`config.mk`:
```
export PLATFORM = sky130hd
export DESIGN_NAME = gpio_dir_polarity_config
export DESIGN_NICKNAME = d
export VERILOG_FILES = /design/src/verilog/gpio_cfg_pkg.sv /design/src/verilog/gpio_dir_polarity_config.sv /design/src/verilog/reset_sync.sv /design/src/verilog/gpio_pin_cell.sv
export SDC_FILE = /design/constraint.sdc
export NUM_CORES = 1
export LEC_CHECK = 0
export BUFFER_PORTS_ARGS = -buffer_cell sky130_fd_sc_hd__buf_2
export CELL_PAD_IN_SITES_DETAIL_PLACEMENT = 0
export CELL_PAD_IN_SITES_GLOBAL_PLACEMENT = 1
export CORE_MARGIN = 2
export CORE_UTILIZATION = 42
export DETAILED_ROUTE_END_ITERATION = 10
export PLACE_DENSITY = 0.85
export REMOVE_ABC_BUFFERS = 1
export SLEW_MARGIN = 20
export SYNTH_ARGS = -nofsm -noshare
export SYNTH_HDL_FRONTEND = slang
export SYNTH_SLANG_ARGS = --single-unit
```
`constraint.sdc`:
```
create_clock -name ref_clk_i -period 5.6 [get_ports ref_clk_i]
set_input_delay 0.28 -clock ref_clk_i [delete_from_list [all_inputs] [get_ports ref_clk_i]]
set_output_delay 0.28 -clock ref_clk_i [all_outputs]
set_load 0.005 [all_outputs]
```
`src/verilog/gpio_cfg_pkg.sv`:
```
// Package: register map, field masks, reset values and carrier types of the GPIO config bank
package gpio_cfg_pkg;

  // ---------------------------------------------------------------------------
  // Bus-side register byte addresses
  // ---------------------------------------------------------------------------
  localparam logic [11:0] ADDR_CTRL     = 12'h000;  // Config state and event driver type
  localparam logic [11:0] ADDR_INDEX    = 12'h004;  // Configuration index register
  localparam logic [11:0] ADDR_DATA     = 12'h008;  // Window onto the indexed register
  localparam logic [11:0] ADDR_PIN_IN   = 12'h00C;  // Input levels after polarity
  localparam logic [11:0] ADDR_PIN_OUT  = 12'h010;  // Output data before polarity

  // ---------------------------------------------------------------------------
  // Control register fields
  // ---------------------------------------------------------------------------
  localparam int CTRL_CFG_STATE_BIT = 0;            // One while in configuration state
  localparam int CTRL_EVT_OD_BIT    = 1;            // Event output driver: 1 = open drain
  localparam logic [7:0] CTRL_MASK  = 8'h03;

  // ---------------------------------------------------------------------------
  // Indexed configuration registers
  // ---------------------------------------------------------------------------
  localparam logic [7:0] IDX_G1_POL   = 8'h32;
  localparam logic [7:0] IDX_G2_DIR   = 8'h33;
  localparam logic [7:0] IDX_G2_POL   = 8'h34;
  localparam logic [7:0] IDX_G3_DIR   = 8'h35;
  localparam logic [7:0] IDX_G1_OTYPE = 8'h39;

  // Writable bits; every other bit is reserved and reads as zero
  localparam logic [7:0] MASK_G1_POL   = 8'hCE;
  localparam logic [7:0] MASK_G2_DIR   = 8'h0F;
  localparam logic [7:0] MASK_G2_POL   = 8'h2F;
  localparam logic [7:0] MASK_G3_DIR   = 8'hFF;
  localparam logic [7:0] MASK_G1_OTYPE = 8'hCE;
  localparam int         EVT_POL_BIT   = 5;

  // Reset value of every configuration register
  localparam logic [7:0] CFG_RESET = 8'h00;
  localparam logic [7:0] IDX_RESET = 8'h00;

  // ---------------------------------------------------------------------------
  // Flat pin vector layout: g1 low, g1 high, g2, g3
  // ---------------------------------------------------------------------------
  localparam int N_G1_LO = 3;
  localparam int N_G1_HI = 2;
  localparam int N_G2    = 4;
  localparam int N_G3    = 8;
  localparam int N_PINS  = N_G1_LO + N_G1_HI + N_G2 + N_G3;
  localparam logic [N_PINS-1:0] PIN_RESET = '0;

  // Per-pin configuration carried to each pad cell
  typedef struct packed {
    logic dir;   // 1 = output
    logic pol;   // 1 = inverted
    logic od;    // 1 = open drain
    logic dat;   // Internal output value
  } pin_cfg_s;

endpackage

```
`src/verilog/gpio_dir_polarity_config.sv`:
```
// Top: APB-reached indexed GPIO direction/polarity bank with power event output
//
// The APB slave port is this design's own decision.
`timescale 1ns/10ps
module gpio_dir_polarity_config import gpio_cfg_pkg::*; (
  input  wire logic               ref_clk_i,
  input  wire logic               rst_n_i,
  input  wire logic               psel_i,
  input  wire logic               penable_i,
  input  wire logic               pwrite_i,
  input  wire logic [11:0]        paddr_i,
  input  wire logic [31:0]        pwdata_i,
  input  wire logic [3:0]         pstrb_i,
  output logic      [31:0]        prdata_o,
  output logic                    pready_o,
  output logic                    pslverr_o,
  input  wire logic [N_G1_LO-1:0] group1_low_pins_i,
  output logic      [N_G1_LO-1:0] group1_low_pins_o,
  output logic      [N_G1_LO-1:0] group1_low_pins_oe_o,
  input  wire logic [N_G1_HI-1:0] group1_high_pins_i,
  output logic      [N_G1_HI-1:0] group1_high_pins_o,
  output logic      [N_G1_HI-1:0] group1_high_pins_oe_o,
  input  wire logic [N_G2-1:0]    group2_pins_i,
  output logic      [N_G2-1:0]    group2_pins_o,
  output logic      [N_G2-1:0]    group2_pins_oe_o,
  input  wire logic [N_G3-1:0]    group3_pins_i,
  output logic      [N_G3-1:0]    group3_pins_o,
  output logic      [N_G3-1:0]    group3_pins_oe_o,
  input  wire logic               power_event_i,
  output logic                    power_event_out_n_o,
  output logic                    power_event_oe_o
);

  // ---------------------------------------------------------------------------
  // Reset
  // ---------------------------------------------------------------------------
  logic rst_n;

  reset_sync u_reset_sync (
    .ref_clk_i (ref_clk_i),
    .rst_n_i   (rst_n_i),
    .rst_n_o   (rst_n)
  );

  // ---------------------------------------------------------------------------
  // State
  // ---------------------------------------------------------------------------
  logic [7:0]        ctrl_q,     ctrl_d;
  logic [7:0]        index_q,    index_d;
  logic [7:0]        g1_pol_q,   g1_pol_d;
  logic [7:0]        g2_dir_q,   g2_dir_d;
  logic [7:0]        g2_pol_q,   g2_pol_d;
  logic [7:0]        g3_dir_q,   g3_dir_d;
  logic [7:0]        g1_otype_q, g1_otype_d;
  logic [N_PINS-1:0] pin_out_q,  pin_out_d;
  logic [31:0]       prdata_q,   prdata_d;
  logic              pready_q,   pready_d;
  logic              pslverr_q,  pslverr_d;
  logic              evt_q,      evt_d;
  logic              evt_oe_q,   evt_oe_d;

  logic              cfg_state;
  logic              first_access;
  logic              completing;
  logic              addr_hit;
  logic              idx_hit;
  logic              data_sel;
  logic              access_err;
  logic [7:0]        idx_rdata;
  logic [31:0]       bus_rdata;
  logic [7:0]        wbyte;
  logic [N_PINS-1:0] pin_in_val;
  logic              evt_level;

  assign cfg_state = ctrl_q[CTRL_CFG_STATE_BIT];

  // ---------------------------------------------------------------------------
  // Lane merge for multi-byte registers
  // ---------------------------------------------------------------------------
  function automatic logic [31:0] merge_lanes(input logic [31:0] old_v,
                                              input logic [31:0] new_v,
                                              input logic [3:0]  strb);
    logic [31:0] res;
    res = old_v;
    for (int b = 0; b < 4; b++) begin
      if (strb[b]) begin
        res[8*b +: 8] = new_v[8*b +: 8];
      end
    end
    return res;
  endfunction

  // ---------------------------------------------------------------------------
  // Indexed read decode
  // ---------------------------------------------------------------------------
  // Masks keep reserved bits at zero even if a stray value were stored
  always_comb begin
    idx_hit   = 1'b1;
    idx_rdata = 8'h00;
    case (index_q)
      IDX_G1_POL:   idx_rdata = g1_pol_q   & MASK_G1_POL;
      IDX_G2_DIR:   idx_rdata = g2_dir_q   & MASK_G2_DIR;
      IDX_G2_POL:   idx_rdata = g2_pol_q   & MASK_G2_POL;
      IDX_G3_DIR:   idx_rdata = g3_dir_q   & MASK_G3_DIR;
      IDX_G1_OTYPE: idx_rdata = g1_otype_q & MASK_G1_OTYPE;
      default:      idx_hit   = 1'b0;
    endcase
  end

  // ---------------------------------------------------------------------------
  // Bus address decode and read mux
  // ---------------------------------------------------------------------------
  // Data window is refused outside config state or on an unknown index
  always_comb begin
    addr_hit  = 1'b1;
    data_sel  = 1'b0;
    bus_rdata = 32'h0000_0000;
    case (paddr_i)
      ADDR_CTRL:    bus_rdata = {24'h00_0000, ctrl_q};
      ADDR_INDEX:   bus_rdata = {24'h00_0000, index_q};
      ADDR_DATA: begin
        data_sel = 1'b1;
        if (cfg_state && idx_hit) begin
          bus_rdata = {24'h00_0000, idx_rdata};
        end
      end
      ADDR_PIN_IN:  bus_rdata = {{(32-N_PINS){1'b0}}, pin_in_val};
      ADDR_PIN_OUT: bus_rdata = {{(32-N_PINS){1'b0}}, pin_out_q};
      default:      addr_hit  = 1'b0;
    endcase
    access_err = !addr_hit || (data_sel && !(cfg_state && idx_hit));
  end

  // ---------------------------------------------------------------------------
  // APB handshake
  // ---------------------------------------------------------------------------
  // One wait state buys registered prdata, pready and pslverr
  always_comb begin
    first_access = psel_i && penable_i && !pready_q;
    completing   = psel_i && penable_i && pready_q;
    pready_d     = first_access;
    prdata_d     = prdata_q;
    pslverr_d    = pslverr_q;
    if (first_access) begin
      prdata_d  = (pwrite_i || access_err) ? 32'h0000_0000 : bus_rdata;
      pslverr_d = access_err;
    end else if (completing) begin
      prdata_d  = 32'h0000_0000;
      pslverr_d = 1'b0;
    end
  end

  // ---------------------------------------------------------------------------
  // Register writes
  // ---------------------------------------------------------------------------
  // Writes land only at the completing edge; refused ones change nothing
  always_comb begin
    ctrl_d     = ctrl_q;
    index_d    = index_q;
    g1_pol_d   = g1_pol_q;
    g2_dir_d   = g2_dir_q;
    g2_pol_d   = g2_pol_q;
    g3_dir_d   = g3_dir_q;
    g1_otype_d = g1_otype_q;
    pin_out_d  = pin_out_q;
    wbyte      = pwdata_i[7:0];
    if (completing && pwrite_i && !access_err) begin
      case (paddr_i)
        ADDR_CTRL: begin
          if (pstrb_i[0]) begin
            ctrl_d = wbyte & CTRL_MASK;
          end
        end
        ADDR_INDEX: begin
          if (pstrb_i[0]) begin
            index_d = wbyte;
          end
        end
        ADDR_DATA: begin
          if (pstrb_i[0]) begin
            case (index_q)
              IDX_G1_POL:   g1_pol_d   = wbyte & MASK_G1_POL;
              IDX_G2_DIR:   g2_dir_d   = wbyte & MASK_G2_DIR;
              IDX_G2_POL:   g2_pol_d   = wbyte & MASK_G2_POL;
              IDX_G3_DIR:   g3_dir_d   = wbyte & MASK_G3_DIR;
              IDX_G1_OTYPE: g1_otype_d = wbyte & MASK_G1_OTYPE;
              default:      g1_pol_d   = g1_pol_q;
            endcase
          end
        end
        ADDR_PIN_OUT: begin
          pin_out_d = N_PINS'(merge_lanes({{(32-N_PINS){1'b0}}, pin_out_q},
                                          pwdata_i, pstrb_i));
        end
        default: begin
          ctrl_d = ctrl_q;
        end
      endcase
    end
  end

  // All bank state clears on the standby supply reset
  always_ff @(posedge ref_clk_i or negedge rst_n) begin
    if (!rst_n) begin
      ctrl_q     <= CFG_RESET;
      index_q    <= IDX_RESET;
      g1_pol_q   <= CFG_RESET;
      g2_dir_q   <= CFG_RESET;
      g2_pol_q   <= CFG_RESET;
      g3_dir_q   <= CFG_RESET;
      g1_otype_q <= CFG_RESET;
      pin_out_q  <= PIN_RESET;
      prdata_q   <= 32'h0000_0000;
      pready_q   <= 1'b0;
      pslverr_q  <= 1'b0;
    end else begin
      ctrl_q     <= ctrl_d;
      index_q    <= index_d;
      g1_pol_q   <= g1_pol_d;
      g2_dir_q   <= g2_dir_d;
      g2_pol_q   <= g2_pol_d;
      g3_dir_q   <= g3_dir_d;
      g1_otype_q <= g1_otype_d;
      pin_out_q  <= pin_out_d;
      prdata_q   <= prdata_d;
      pready_q   <= pready_d;
      pslverr_q  <= pslverr_d;
    end
  end

  assign prdata_o  = prdata_q;
  assign pready_o  = pready_q;
  assign pslverr_o = pslverr_q;

  // ---------------------------------------------------------------------------
  // Flat pin configuration vectors
  // ---------------------------------------------------------------------------
  logic [N_PINS-1:0] dir_vec;
  logic [N_PINS-1:0] pol_vec;
  logic [N_PINS-1:0] od_vec;
  logic [N_PINS-1:0] pin_in_vec;
  logic [N_PINS-1:0] pin_out_vec;
  logic [N_PINS-1:0] pin_oe_vec;

  // Group one uses bits 1-3 and 6-7; bits 0, 4, 5 map to no pin
  assign dir_vec = {g3_dir_q, g2_dir_q[3:0], 5'b0_0000};  // Group one direction lives elsewhere
  assign pol_vec = {8'h00, g2_pol_q[3:0], g1_pol_q[7:6], g1_pol_q[3:1]};
  assign od_vec  = {12'h000, g1_otype_q[7:6], g1_otype_q[3:1]};
  assign pin_in_vec = {group3_pins_i, group2_pins_i, group1_high_pins_i, group1_low_pins_i};

  // ---------------------------------------------------------------------------
  // Pad cells
  // ---------------------------------------------------------------------------
  // Group one pins stay inputs here since their direction register is not in this bank
  generate
    for (genvar p = 0; p < N_PINS; p++) begin : g_pin
      pin_cfg_s cfg;
      assign cfg.dir = dir_vec[p];
      assign cfg.pol = pol_vec[p];
      assign cfg.od  = od_vec[p];
      assign cfg.dat = pin_out_q[p];

      gpio_pin_cell u_cell (
        .ref_clk_i (ref_clk_i),
        .rst_n_i   (rst_n),
        .pin_i     (pin_in_vec[p]),
        .cfg_i     (cfg),
        .pin_o     (pin_out_vec[p]),
        .pin_oe_o  (pin_oe_vec[p]),
        .in_val_o  (pin_in_val[p])
      );
    end
  endgenerate

  assign group1_low_pins_o     = pin_out_vec[2:0];
  assign group1_low_pins_oe_o  = pin_oe_vec[2:0];
  assign group1_high_pins_o    = pin_out_vec[4:3];
  assign group1_high_pins_oe_o = pin_oe_vec[4:3];
  assign group2_pins_o         = pin_out_vec[8:5];
  assign group2_pins_oe_o      = pin_oe_vec[8:5];
  assign group3_pins_o         = pin_out_vec[16:9];
  assign group3_pins_oe_o      = pin_oe_vec[16:9];

  // ---------------------------------------------------------------------------
  // Power management event output
  // ---------------------------------------------------------------------------
  // Non-inverted means the pin goes low while the event is active
  always_comb begin
    evt_level = g2_pol_q[EVT_POL_BIT] ? power_event_i : ~power_event_i;
    if (ctrl_q[CTRL_EVT_OD_BIT]) begin
      evt_d    = 1'b0;
      evt_oe_d = ~evt_level;
    end else begin
      evt_d    = evt_level;
      evt_oe_d = 1'b1;
    end
  end

  always_ff @(posedge ref_clk_i or negedge rst_n) begin
    if (!rst_n) begin
      evt_q    <= 1'b1;
      evt_oe_q <= 1'b0;
    end else begin
      evt_q    <= evt_d;
      evt_oe_q <= evt_oe_d;
    end
  end

  assign power_event_out_n_o = evt_q;
  assign power_event_oe_o    = evt_oe_q;

endmodule

```
`src/verilog/reset_sync.sv`:
```
// Reset release synchroniser: asynchronous assert, two-flop synchronous release
`timescale 1ns/10ps
module reset_sync (
  input  wire logic ref_clk_i,
  input  wire logic rst_n_i,
  output logic      rst_n_o
);

  logic meta_q;
  logic hold_q;

  // ---------------------------------------------------------------------------
  // Release chain
  // ---------------------------------------------------------------------------
  // Two stages so release never lands mid-setup on the downstream flops
  always_ff @(posedge ref_clk_i or negedge rst_n_i) begin
    if (!rst_n_i) begin
      meta_q <= 1'b0;
      hold_q <= 1'b0;
    end else begin
      meta_q <= 1'b1;
      hold_q <= meta_q;
    end
  end

  assign rst_n_o = hold_q;

endmodule

```
`src/verilog/gpio_pin_cell.sv`:
```
// One GPIO pad cell: input synchroniser, polarity and driver control
`timescale 1ns/10ps
module gpio_pin_cell import gpio_cfg_pkg::*; (
  input  wire logic     ref_clk_i,
  input  wire logic     rst_n_i,
  input  wire logic     pin_i,
  input  wire pin_cfg_s cfg_i,
  output logic          pin_o,
  output logic          pin_oe_o,
  output logic          in_val_o
);

  logic sync1_q;
  logic sync2_q;
  logic pin_d;
  logic pin_q;
  logic oe_d;
  logic oe_q;
  logic level;

  // ---------------------------------------------------------------------------
  // Input path
  // ---------------------------------------------------------------------------
  // Pin is asynchronous; only the second stage is looked at
  always_ff @(posedge ref_clk_i or negedge rst_n_i) begin
    if (!rst_n_i) begin
      sync1_q <= 1'b0;
      sync2_q <= 1'b0;
    end else begin
      sync1_q <= pin_i;
      sync2_q <= sync1_q;
    end
  end

  assign in_val_o = sync2_q ^ cfg_i.pol;

  // ---------------------------------------------------------------------------
  // Output path
  // ---------------------------------------------------------------------------
  // Open drain pulls low only; a high level is left to the external pull-up
  always_comb begin
    level = cfg_i.dat ^ cfg_i.pol;
    if (cfg_i.od) begin
      pin_d = 1'b0;
      oe_d  = cfg_i.dir & ~level;
    end else begin
      pin_d = level;
      oe_d  = cfg_i.dir;
    end
  end

  always_ff @(posedge ref_clk_i or negedge rst_n_i) begin
    if (!rst_n_i) begin
      pin_q <= 1'b0;
      oe_q  <= 1'b0;
    end else begin
      pin_q <= pin_d;
      oe_q  <= oe_d;
    end
  end

  assign pin_o    = pin_q;
  assign pin_oe_o = oe_q;

endmodule

```
# [Word level (Yosys, flattened, before mapping)]
# Cells that the tools add are included.
[word_totals] register_bits=155 out_inout_bits=70 input_bits=71 elab_cells=155
[classes] bitwise=20 n_eq_ne=9 reduce_logical=27 n_mux=19
[op_table] cell="2-to-1 mux 32 bit" n=3
[op_table] cell="one-hot mux 17 bit (5 select lines)" n=1
[op_table] cell="== test 8 x 6 -> 1 bit (second input constant)" n=5
[op_table] cell="one-hot mux 8 bit (5 select lines)" n=1
[op_table] cell="== test 12 x 4 -> 1 bit (second input constant)" n=2
[op_table] cell="AND reduction 4 bit" n=5
[op_table] cell="XOR 1 bit" n=18
[op_table] cell="AND reduction 3 bit" n=5
[op_table] cell="2-to-1 mux 1 bit" n=13
[op_table] cell="== test 12 x 3 -> 1 bit (second input constant)" n=1
[op_table] cell="== test 12 x 5 -> 1 bit (second input constant)" n=1
[op_table] cell="zero test 12 bit" n=1
[op_table] cell="OR reduction 5 bit" n=2
[op_table] cell="2-to-1 mux 8 bit" n=1
[op_table] cell="logical AND 1 bit" n=7
[op_table] cell="zero test 1 bit" n=4
[op_table] cell="logical OR 1 bit" n=2
[op_table] cell="inverter 1 bit" n=2
[op_table] cell="nonzero test 2 bit" n=1

# [Depth between registers and ports, before layout]
[depth] ltp_word=10 mapped_depth=7 depth_no_buf=5

# [Modules after synthesis]
# Synthesis repeated with hierarchy kept, for this count alone.
[hier_totals] cells_unflattened=462 hier_area_um2=6078.3
[modules_own_cells] mod="gpio_dir_polarity_config" area_each_um2=3748.6 n_inst=1 cells_per_inst=323 seq_area_each_um2=1878.1
[modules_own_cells] mod="gpio_pin_cell" area_each_um2=133.9 n_inst=17 cells_per_inst=8 seq_area_each_um2=100.1
[modules_own_cells] mod="reset_sync" area_each_um2=53.8 n_inst=1 cells_per_inst=3 seq_area_each_um2=50.0

# [Worst setup path after synthesis]
# Ideal clock, no wire load.
[synth_timing] path_kind="input -> register" from="in paddr_i[1]" to="reg g1_otype_q[1]" slack_ns=3.353 setup_ns=0.125 t_required_ns=5.475 path_stages=6 path_buffers=1 t_arrival_ns=2.122 cell_sequence="or4_1 buf_2 or3_1 and4bb_4 nand3b_4 mux2_4"
[synth_via] elab_chain_cells=8 word_cells_on_any_way=14 cone_classes="eq/ne (4); mux (2); reduce/logical (8)"
[synth_lines] element="start, declared" line="gpio_dir_polarity_config.sv:11" text="input wire logic [11:0] paddr_i,"
[synth_lines] element="== test 12 x 5 -> 1 bit (tied with other cells)" line="gpio_dir_polarity_config.sv:118" text="case (paddr_i)"
[synth_lines] element="OR reduction 5 bit (no line)"
[synth_lines] element="2-to-1 mux 1 bit" line="gpio_dir_polarity_config.sv:118"
[synth_lines] element="zero test 1 bit" line="gpio_dir_polarity_config.sv:131" text="access_err = !addr_hit || (data_sel && !(cfg_state && idx_hit));"
[synth_lines] element="logical OR 1 bit" line="gpio_dir_polarity_config.sv:131"
[synth_lines] element="zero test 1 bit" line="gpio_dir_polarity_config.sv:167" text="if (completing && pwrite_i && !access_err) begin"
[synth_lines] element="logical AND 1 bit" line="gpio_dir_polarity_config.sv:167"
[synth_lines] element="AND reduction 4 bit (no line) (*)"
[synth_lines] element="end signal, assigned" line="gpio_dir_polarity_config.sv:223" text="g1_otype_q <= g1_otype_d;"
[synth_lines] element="end, declared" line="gpio_dir_polarity_config.sv:54" text="logic [7:0] g1_otype_q, g1_otype_d;"
# Every way passes the cells marked *; elsewhere a longest branch is shown, timed or not.
# A chain may end at the register's enable or synchronous reset.

# [Final worst setup path]
[layout_timing] from="reg index_q[2]" to="reg prdata_q[11] (netlist: prdata_o[11])"
[layout_via] elab_chain_cells=10 word_cells_on_any_way=14 cone_classes="eq/ne (5); mux (3); reduce/logical (6)"
[layout_lines] element="start, declared" line="gpio_dir_polarity_config.sv:49" text="logic [7:0] index_q, index_d;"
[layout_lines] element="start signal, assigned" line="gpio_dir_polarity_config.sv:218" text="index_q <= index_d;"
[layout_lines] element="== test 8 x 6 -> 1 bit" line="gpio_dir_polarity_config.sv:100" text="case (index_q)"
[layout_lines] element="OR reduction 5 bit (no line) (*)"
[layout_lines] element="2-to-1 mux 1 bit (*)" line="gpio_dir_polarity_config.sv:100"
[layout_lines] element="logical AND 1 bit (*)" line="gpio_dir_polarity_config.sv:131"
[layout_lines] element="zero test 1 bit (*)" line="gpio_dir_polarity_config.sv:131"
[layout_lines] element="logical AND 1 bit (*)" line="gpio_dir_polarity_config.sv:131"
[layout_lines] element="logical OR 1 bit (*)" line="gpio_dir_polarity_config.sv:131"
[layout_lines] element="logical OR 1 bit (*)" line="gpio_dir_polarity_config.sv:145" text="prdata_d = (pwrite_i || access_err) ? 32'h0000_0000 : bus_rdata;"
[layout_lines] element="2-to-1 mux 32 bit (*)" line="gpio_dir_polarity_config.sv:145"
[layout_lines] element="2-to-1 mux 32 bit (*)" line="gpio_dir_polarity_config.sv:144" text="if (first_access) begin"
[layout_lines] element="end signal, assigned" line="gpio_dir_polarity_config.sv:225" text="prdata_q <= prdata_d;"
[layout_lines] element="end, declared" line="gpio_dir_polarity_config.sv:56" text="logic [31:0] prdata_q, prdata_d;"
# Marks and branches as above.

==> impl_results.html <==
<table>
<tr><th>Metric</th><th>Value</th></tr>
<tr><th colspan="2">Yosys</th></tr>
<tr><td>Fraction of synthesis flops using an asynchronous set or reset pin</td><td>100%</td></tr>
<tr><td>Synthesized-area fraction occupied by adder cells</td><td>0%</td></tr>
<tr><td>Count of flip-flops with a built-in enable after synthesis</td><td>0</td></tr>
<tr><td>Cell variety after synth</td><td>57</td></tr>
<tr><td>Area share of and/or/nand/nor cells after synthesis</td><td>9.12%</td></tr>
<tr><td>Compound-cell area share of the yosys netlist</td><td>8.17%</td></tr>
<tr><td>Flip-flop cell with the highest count after synthesis</td><td>dfrtp_1</td></tr>
<tr><td>Yosys warning count</td><td>0</td></tr>
<tr><td>Multiplexer fraction of the synthesized cell area</td><td>11.4%</td></tr>
<tr><td>Syn Area/Cell</td><td>13.2 µm²</td></tr>
<tr><td>Cells after Synth</td><td>438</td></tr>
<tr><td>Count of state elements after synthesis</td><td>140</td></tr>
<tr><td>Dominant combinational cell family by area after synthesis</td><td>multiplexers</td></tr>
<tr><td>Post-synthesis sequential area ratio</td><td>60.5%</td></tr>
<tr><td>XOR/XNOR share of the synthesized area</td><td>2.87%</td></tr>
<tr><td>Mapped cell area</td><td>0.00579 mm²</td></tr>
<tr><th colspan="2">Final layout</th></tr>
<tr><td>Final-stage net count</td><td>605</td></tr>
<tr><td>Storage element area</td><td>0.00351 mm²</td></tr>
<tr><td>Number of antenna cells inserted</td><td>0</td></tr>
<tr><td>Most frequent cells in the layout</td><td>dfrtp_1 (138), buf_2 (104), mux2_2 (50)</td></tr>
<tr><td>Multi-input combinational cell area</td><td>0.00192 mm²</td></tr>
<tr><td>Most common cell after layout, fill and taps aside</td><td>dfrtp_1</td></tr>
<tr><td>Utilization after layout</td><td>52.7%</td></tr>
<tr><td>Fraction of layout instances using a drive strength above 1</td><td>38.2%</td></tr>
<tr><td>Number of fillers in the final layout</td><td>1152</td></tr>
<tr><td>Area added between synthesis and finish</td><td>21.5%</td></tr>
<tr><th colspan="2">Clocking</th></tr>
<tr><td>Clk Tree Root Cell</td><td>clkbuf_16</td></tr>
<tr><td>Number of buffers added by the clock tree synthesis step</td><td>17</td></tr>
<tr><td>Maximum count of clock buffers along a single path</td><td>2</td></tr>
<tr><td>TritonCTS clock tree</td><td>done</td></tr>
<tr><td>Clock H-tree levels</td><td>4</td></tr>
<tr><td>Number of sinks driven by the clock tree</td><td>140</td></tr>
<tr><td>Clock transition at the registers of the reported paths</td><td>0.06 ns</td></tr>
<tr><td>Latest clock arrival within the worst-skew pair</td><td>0.42 ns</td></tr>
<tr><td>Post-CTS setup-driven buffer insertion count</td><td>0</td></tr>
<tr><th colspan="2">Global route</th></tr>
<tr><td>Largest net degree at the start of global routing</td><td>86</td></tr>
<tr><td>Global-route usage over all layers</td><td>18.3%</td></tr>
<tr><td>Number of antenna violations at the first check in global routing</td><td>0</td></tr>
<tr><td>Residual overflow from global routing</td><td>0</td></tr>
<tr><td>First-pass GRT wire length</td><td>20.2 mm</td></tr>
<tr><td>Vias in the first global route</td><td>3902</td></tr>
<tr><th colspan="2">Timing</th></tr>
<tr><td>Worst setup margin</td><td>2.75 ns</td></tr>
<tr><td>Worst slew margin relative to its limit</td><td>38.8%</td></tr>
<tr><td>Slew at the pin closest to its max-slew limit</td><td>0.910 ns</td></tr>
<tr><td>Final Hold Violating Endpoints</td><td>0</td></tr>
<tr><td>Min Clock Period, post-route</td><td>2.85 ns</td></tr>
<tr><td>Peak Freq</td><td>351 MHz</td></tr>
<tr><td>Final TNS setup</td><td>0 ns</td></tr>
<tr><td>Setup-violating endpoint count in the final report</td><td>0</td></tr>
<tr><td>Final clock period utilization by the worst path</td><td>50.9%</td></tr>
<tr><td>Worst hold margin</td><td>0.0878 ns</td></tr>
<tr><td>Worst Clk Skew</td><td>0.00821 ns</td></tr>
<tr><td>Number of max-slew violations in the final report</td><td>0</td></tr>
<tr><td>RSZ-0062 raised after global routing</td><td>no</td></tr>
<tr><th colspan="2">Placed design</th></tr>
<tr><td>Post-DP HPWL</td><td>8.63 mm</td></tr>
<tr><td>DP Worst Slack</td><td>2.53 ns</td></tr>
<tr><td>Port-buffer cells</td><td>104</td></tr>
<tr><td>GPL Wtd Cong</td><td>0.855</td></tr>
<tr><th colspan="2">Detailed routing</th></tr>
<tr><td>First-pass iteration count of the detailed router</td><td>4</td></tr>
<tr><td>Via count</td><td>3691</td></tr>
<tr><td>Detailed Route Iter0 Violations</td><td>254</td></tr>
<tr><td>Via density</td><td>5.11</td></tr>
<tr><td>Routed wirelength normalized by instance count</td><td>17.3 µm</td></tr>
<tr><td>WL met2</td><td>6.22 mm</td></tr>
<tr><td># DRC</td><td>0</td></tr>
<tr><td>Detail Route Antenna Nets</td><td>0</td></tr>
<tr><td>Highest Signal Layer</td><td>met4</td></tr>
<tr><td>Routed wire length on met3</td><td>1.02 mm</td></tr>
<tr><td>Routed met1 length</td><td>5.09 mm</td></tr>
<tr><td>Total routed wirelength</td><td>12.5 mm</td></tr>
<tr><th colspan="2">Power</th></tr>
<tr><td>Total leakage power</td><td>3.56 nW</td></tr>
<tr><td>Ratio of total power to cell area</td><td>331 mW/mm²</td></tr>
<tr><td>Worst vdd rail ir drop</td><td>0.217 mV</td></tr>
<tr><th colspan="2">Flow run</th></tr>
<tr><td>Max-cap violations</td><td>0</td></tr>
<tr><th colspan="2">Worst setup path</th></tr>
<tr><td>Required time of the critical path</td><td>5.92 ns</td></tr>
<tr><td>Worst Setup Start Kind</td><td>flip-flop</td></tr>
<tr><td>Register-to-register setup slack</td><td>2.75 ns</td></tr>
<tr><td>Worst path buffer plus inverter count</td><td>0</td></tr>
<tr><td>Gate family responsible for the most delay along the worst path</td><td>compound AO/OA/AOI/OAI gates</td></tr>
<tr><td>Endpoint arrival time on the critical path</td><td>3.17 ns</td></tr>
<tr><td>Critical path capture point type</td><td>flip-flop</td></tr>
<tr><td>Crit-path max FO</td><td>17</td></tr>
<tr><td>Slowest cell on the critical path</td><td>a2111o_1</td></tr>
<tr><td>Type of the setup path with the least slack</td><td>flip-flop to flip-flop</td></tr>
<tr><td>Crit-path cells</td><td>nor2b_1 -&gt; o31a_1 -&gt; nand3_1 -&gt; a2111o_1 -&gt; o21ai_0</td></tr>
<tr><td>Delay of the slowest cell on the worst path</td><td>0.81 ns</td></tr>
<tr><th colspan="2">Floorplan</th></tr>
<tr><td>Width of the chip</td><td>121 µm</td></tr>
<tr><td>Initial core utilization</td><td>43.4%</td></tr>
<tr><td>Die Span Y</td><td>121 µm</td></tr>
<tr><td>Core outline area</td><td>0.0133 mm²</td></tr>
<tr><td>Row cnt</td><td>42</td></tr>
<tr><td>I/O Pins</td><td>141</td></tr>
<tr><td>Floorplan die area</td><td>0.0147 mm²</td></tr>
<tr><th colspan="2">Worst hold path</th></tr>
<tr><td>Type of the tightest min-delay check</td><td>input port to flip-flop</td></tr>
<tr><th colspan="2">Outcome</th></tr>
<tr><td>Run status</td><td>completed</td></tr>
</table>
[report_power, final]
part	total [mW]	switching, mW	internal [mW]
sequential	1.04	0.0121	1.03
clock	1.22	0.421	0.803
combinational	0.0675	0.0386	0.0288
total	2.33	0.471	1.86
[area by class of cell]
type	count	share of cell area, %
clock buffer	18	6.24
sequential	140	49.8
multi-input combinational	247	27.2
tap	176	3.13
clock inverter	14	3.02
inverter	2	0.107
timing repair buffer	126	10.4
[per-layer routing]
layer,vias up,global-route usage [%]
met2,138,28.7
met5,-,0
met4,0,6.32
met1,1855,23.5
li1,1682,-
met3,16,6.81
[Yosys cell counts (all sizes together) (5+ instances only)]
cell type	instances	area share (%)
clkbuf	13	0.84
nand2	30	2.1
mux2	55	11
xor2	9	1.4
nor4	5	0.54
nand3	6	0.52
xnor2	10	1.5
a22oi	18	2.3
o21ai	13	1.1
buf	55	6.9
nor2	8	0.52
a2bb2oi	5	0.76
dfrtp	139	60
[per-stage QoR]
stage	std cells	instance area, µm²	power, mW
2_1_floorplan	389	5420	1.08
3_3_place_gp	673	6200	1.11
3_5_place_dp	673	6200	1.12
4_1_cts	723	7040	2.36
5_1_grt	723	7040	2.43
6_report	723	7040	2.33
[timing repair]
| item | in CTS | in global routing |
|---|---|---|
| gates resized for setup | 0 | 0 |
| endpoints found under the hold margin | 19 | 0 |
| setup endpoints to repair | 0 | 0 |
| hold buffers | 18 | 0 |
[kinds of logic (layout without fill, tap and decap cells)]
family / after synthesis / in the layout
simple gates: 86 / 86
xor+xnor: 19 / 19
flops: 140 / 140
other cells: 2 / 21
mux: 57 / 57
compound gates: 64 / 64
buf+inv: 70 / 160
[sequential cells by signal, summed over array words and instances (netlist names)]
name,cells
pin_out_q,17
g1_pol_q,5
ctrl_q,2
g3_dir_q,8
g2_pol_q,5
u_reset_sync.meta_q,1
power_event_out_n_o,1
power_event_oe_o,1
g_pin.u_cell.pin_o,17
g_pin.u_cell.sync1_q,17
g_pin.u_cell.sync2_q,17
g1_otype_q,5
g2_dir_q,4
pslverr_o,1
pready_o,1
u_reset_sync.rst_n_o,1
g_pin.u_cell.pin_oe_o,12
index_q,8
prdata_o,17
[worst paths after layout]
path	from	end	cells after the start
worst max-delay path	index_q[2]$_DFFE_PN0P_	prdata_o[11]$_DFFE_PN0P_	5
worst min-delay path	pwdata_i[10]	pin_out_q[10]$_DFFE_PN0P_	2
worst max register to register	index_q[2]$_DFFE_PN0P_	prdata_o[11]$_DFFE_PN0P_	5
worst min register to register	g_pin[13].u_cell.sync1_q$_DFF_PN0_	g_pin[13].u_cell.sync2_q$_DFF_PN0_	0
max in group asynchronous	u_reset_sync.rst_n_o$_DFF_PN0_	index_q[6]$_DFFE_PN0P_	1
min in group asynchronous	rst_n_i	u_reset_sync.rst_n_o$_DFF_PN0_	2
No activity file was read; power rests on OpenSTA's default activity.
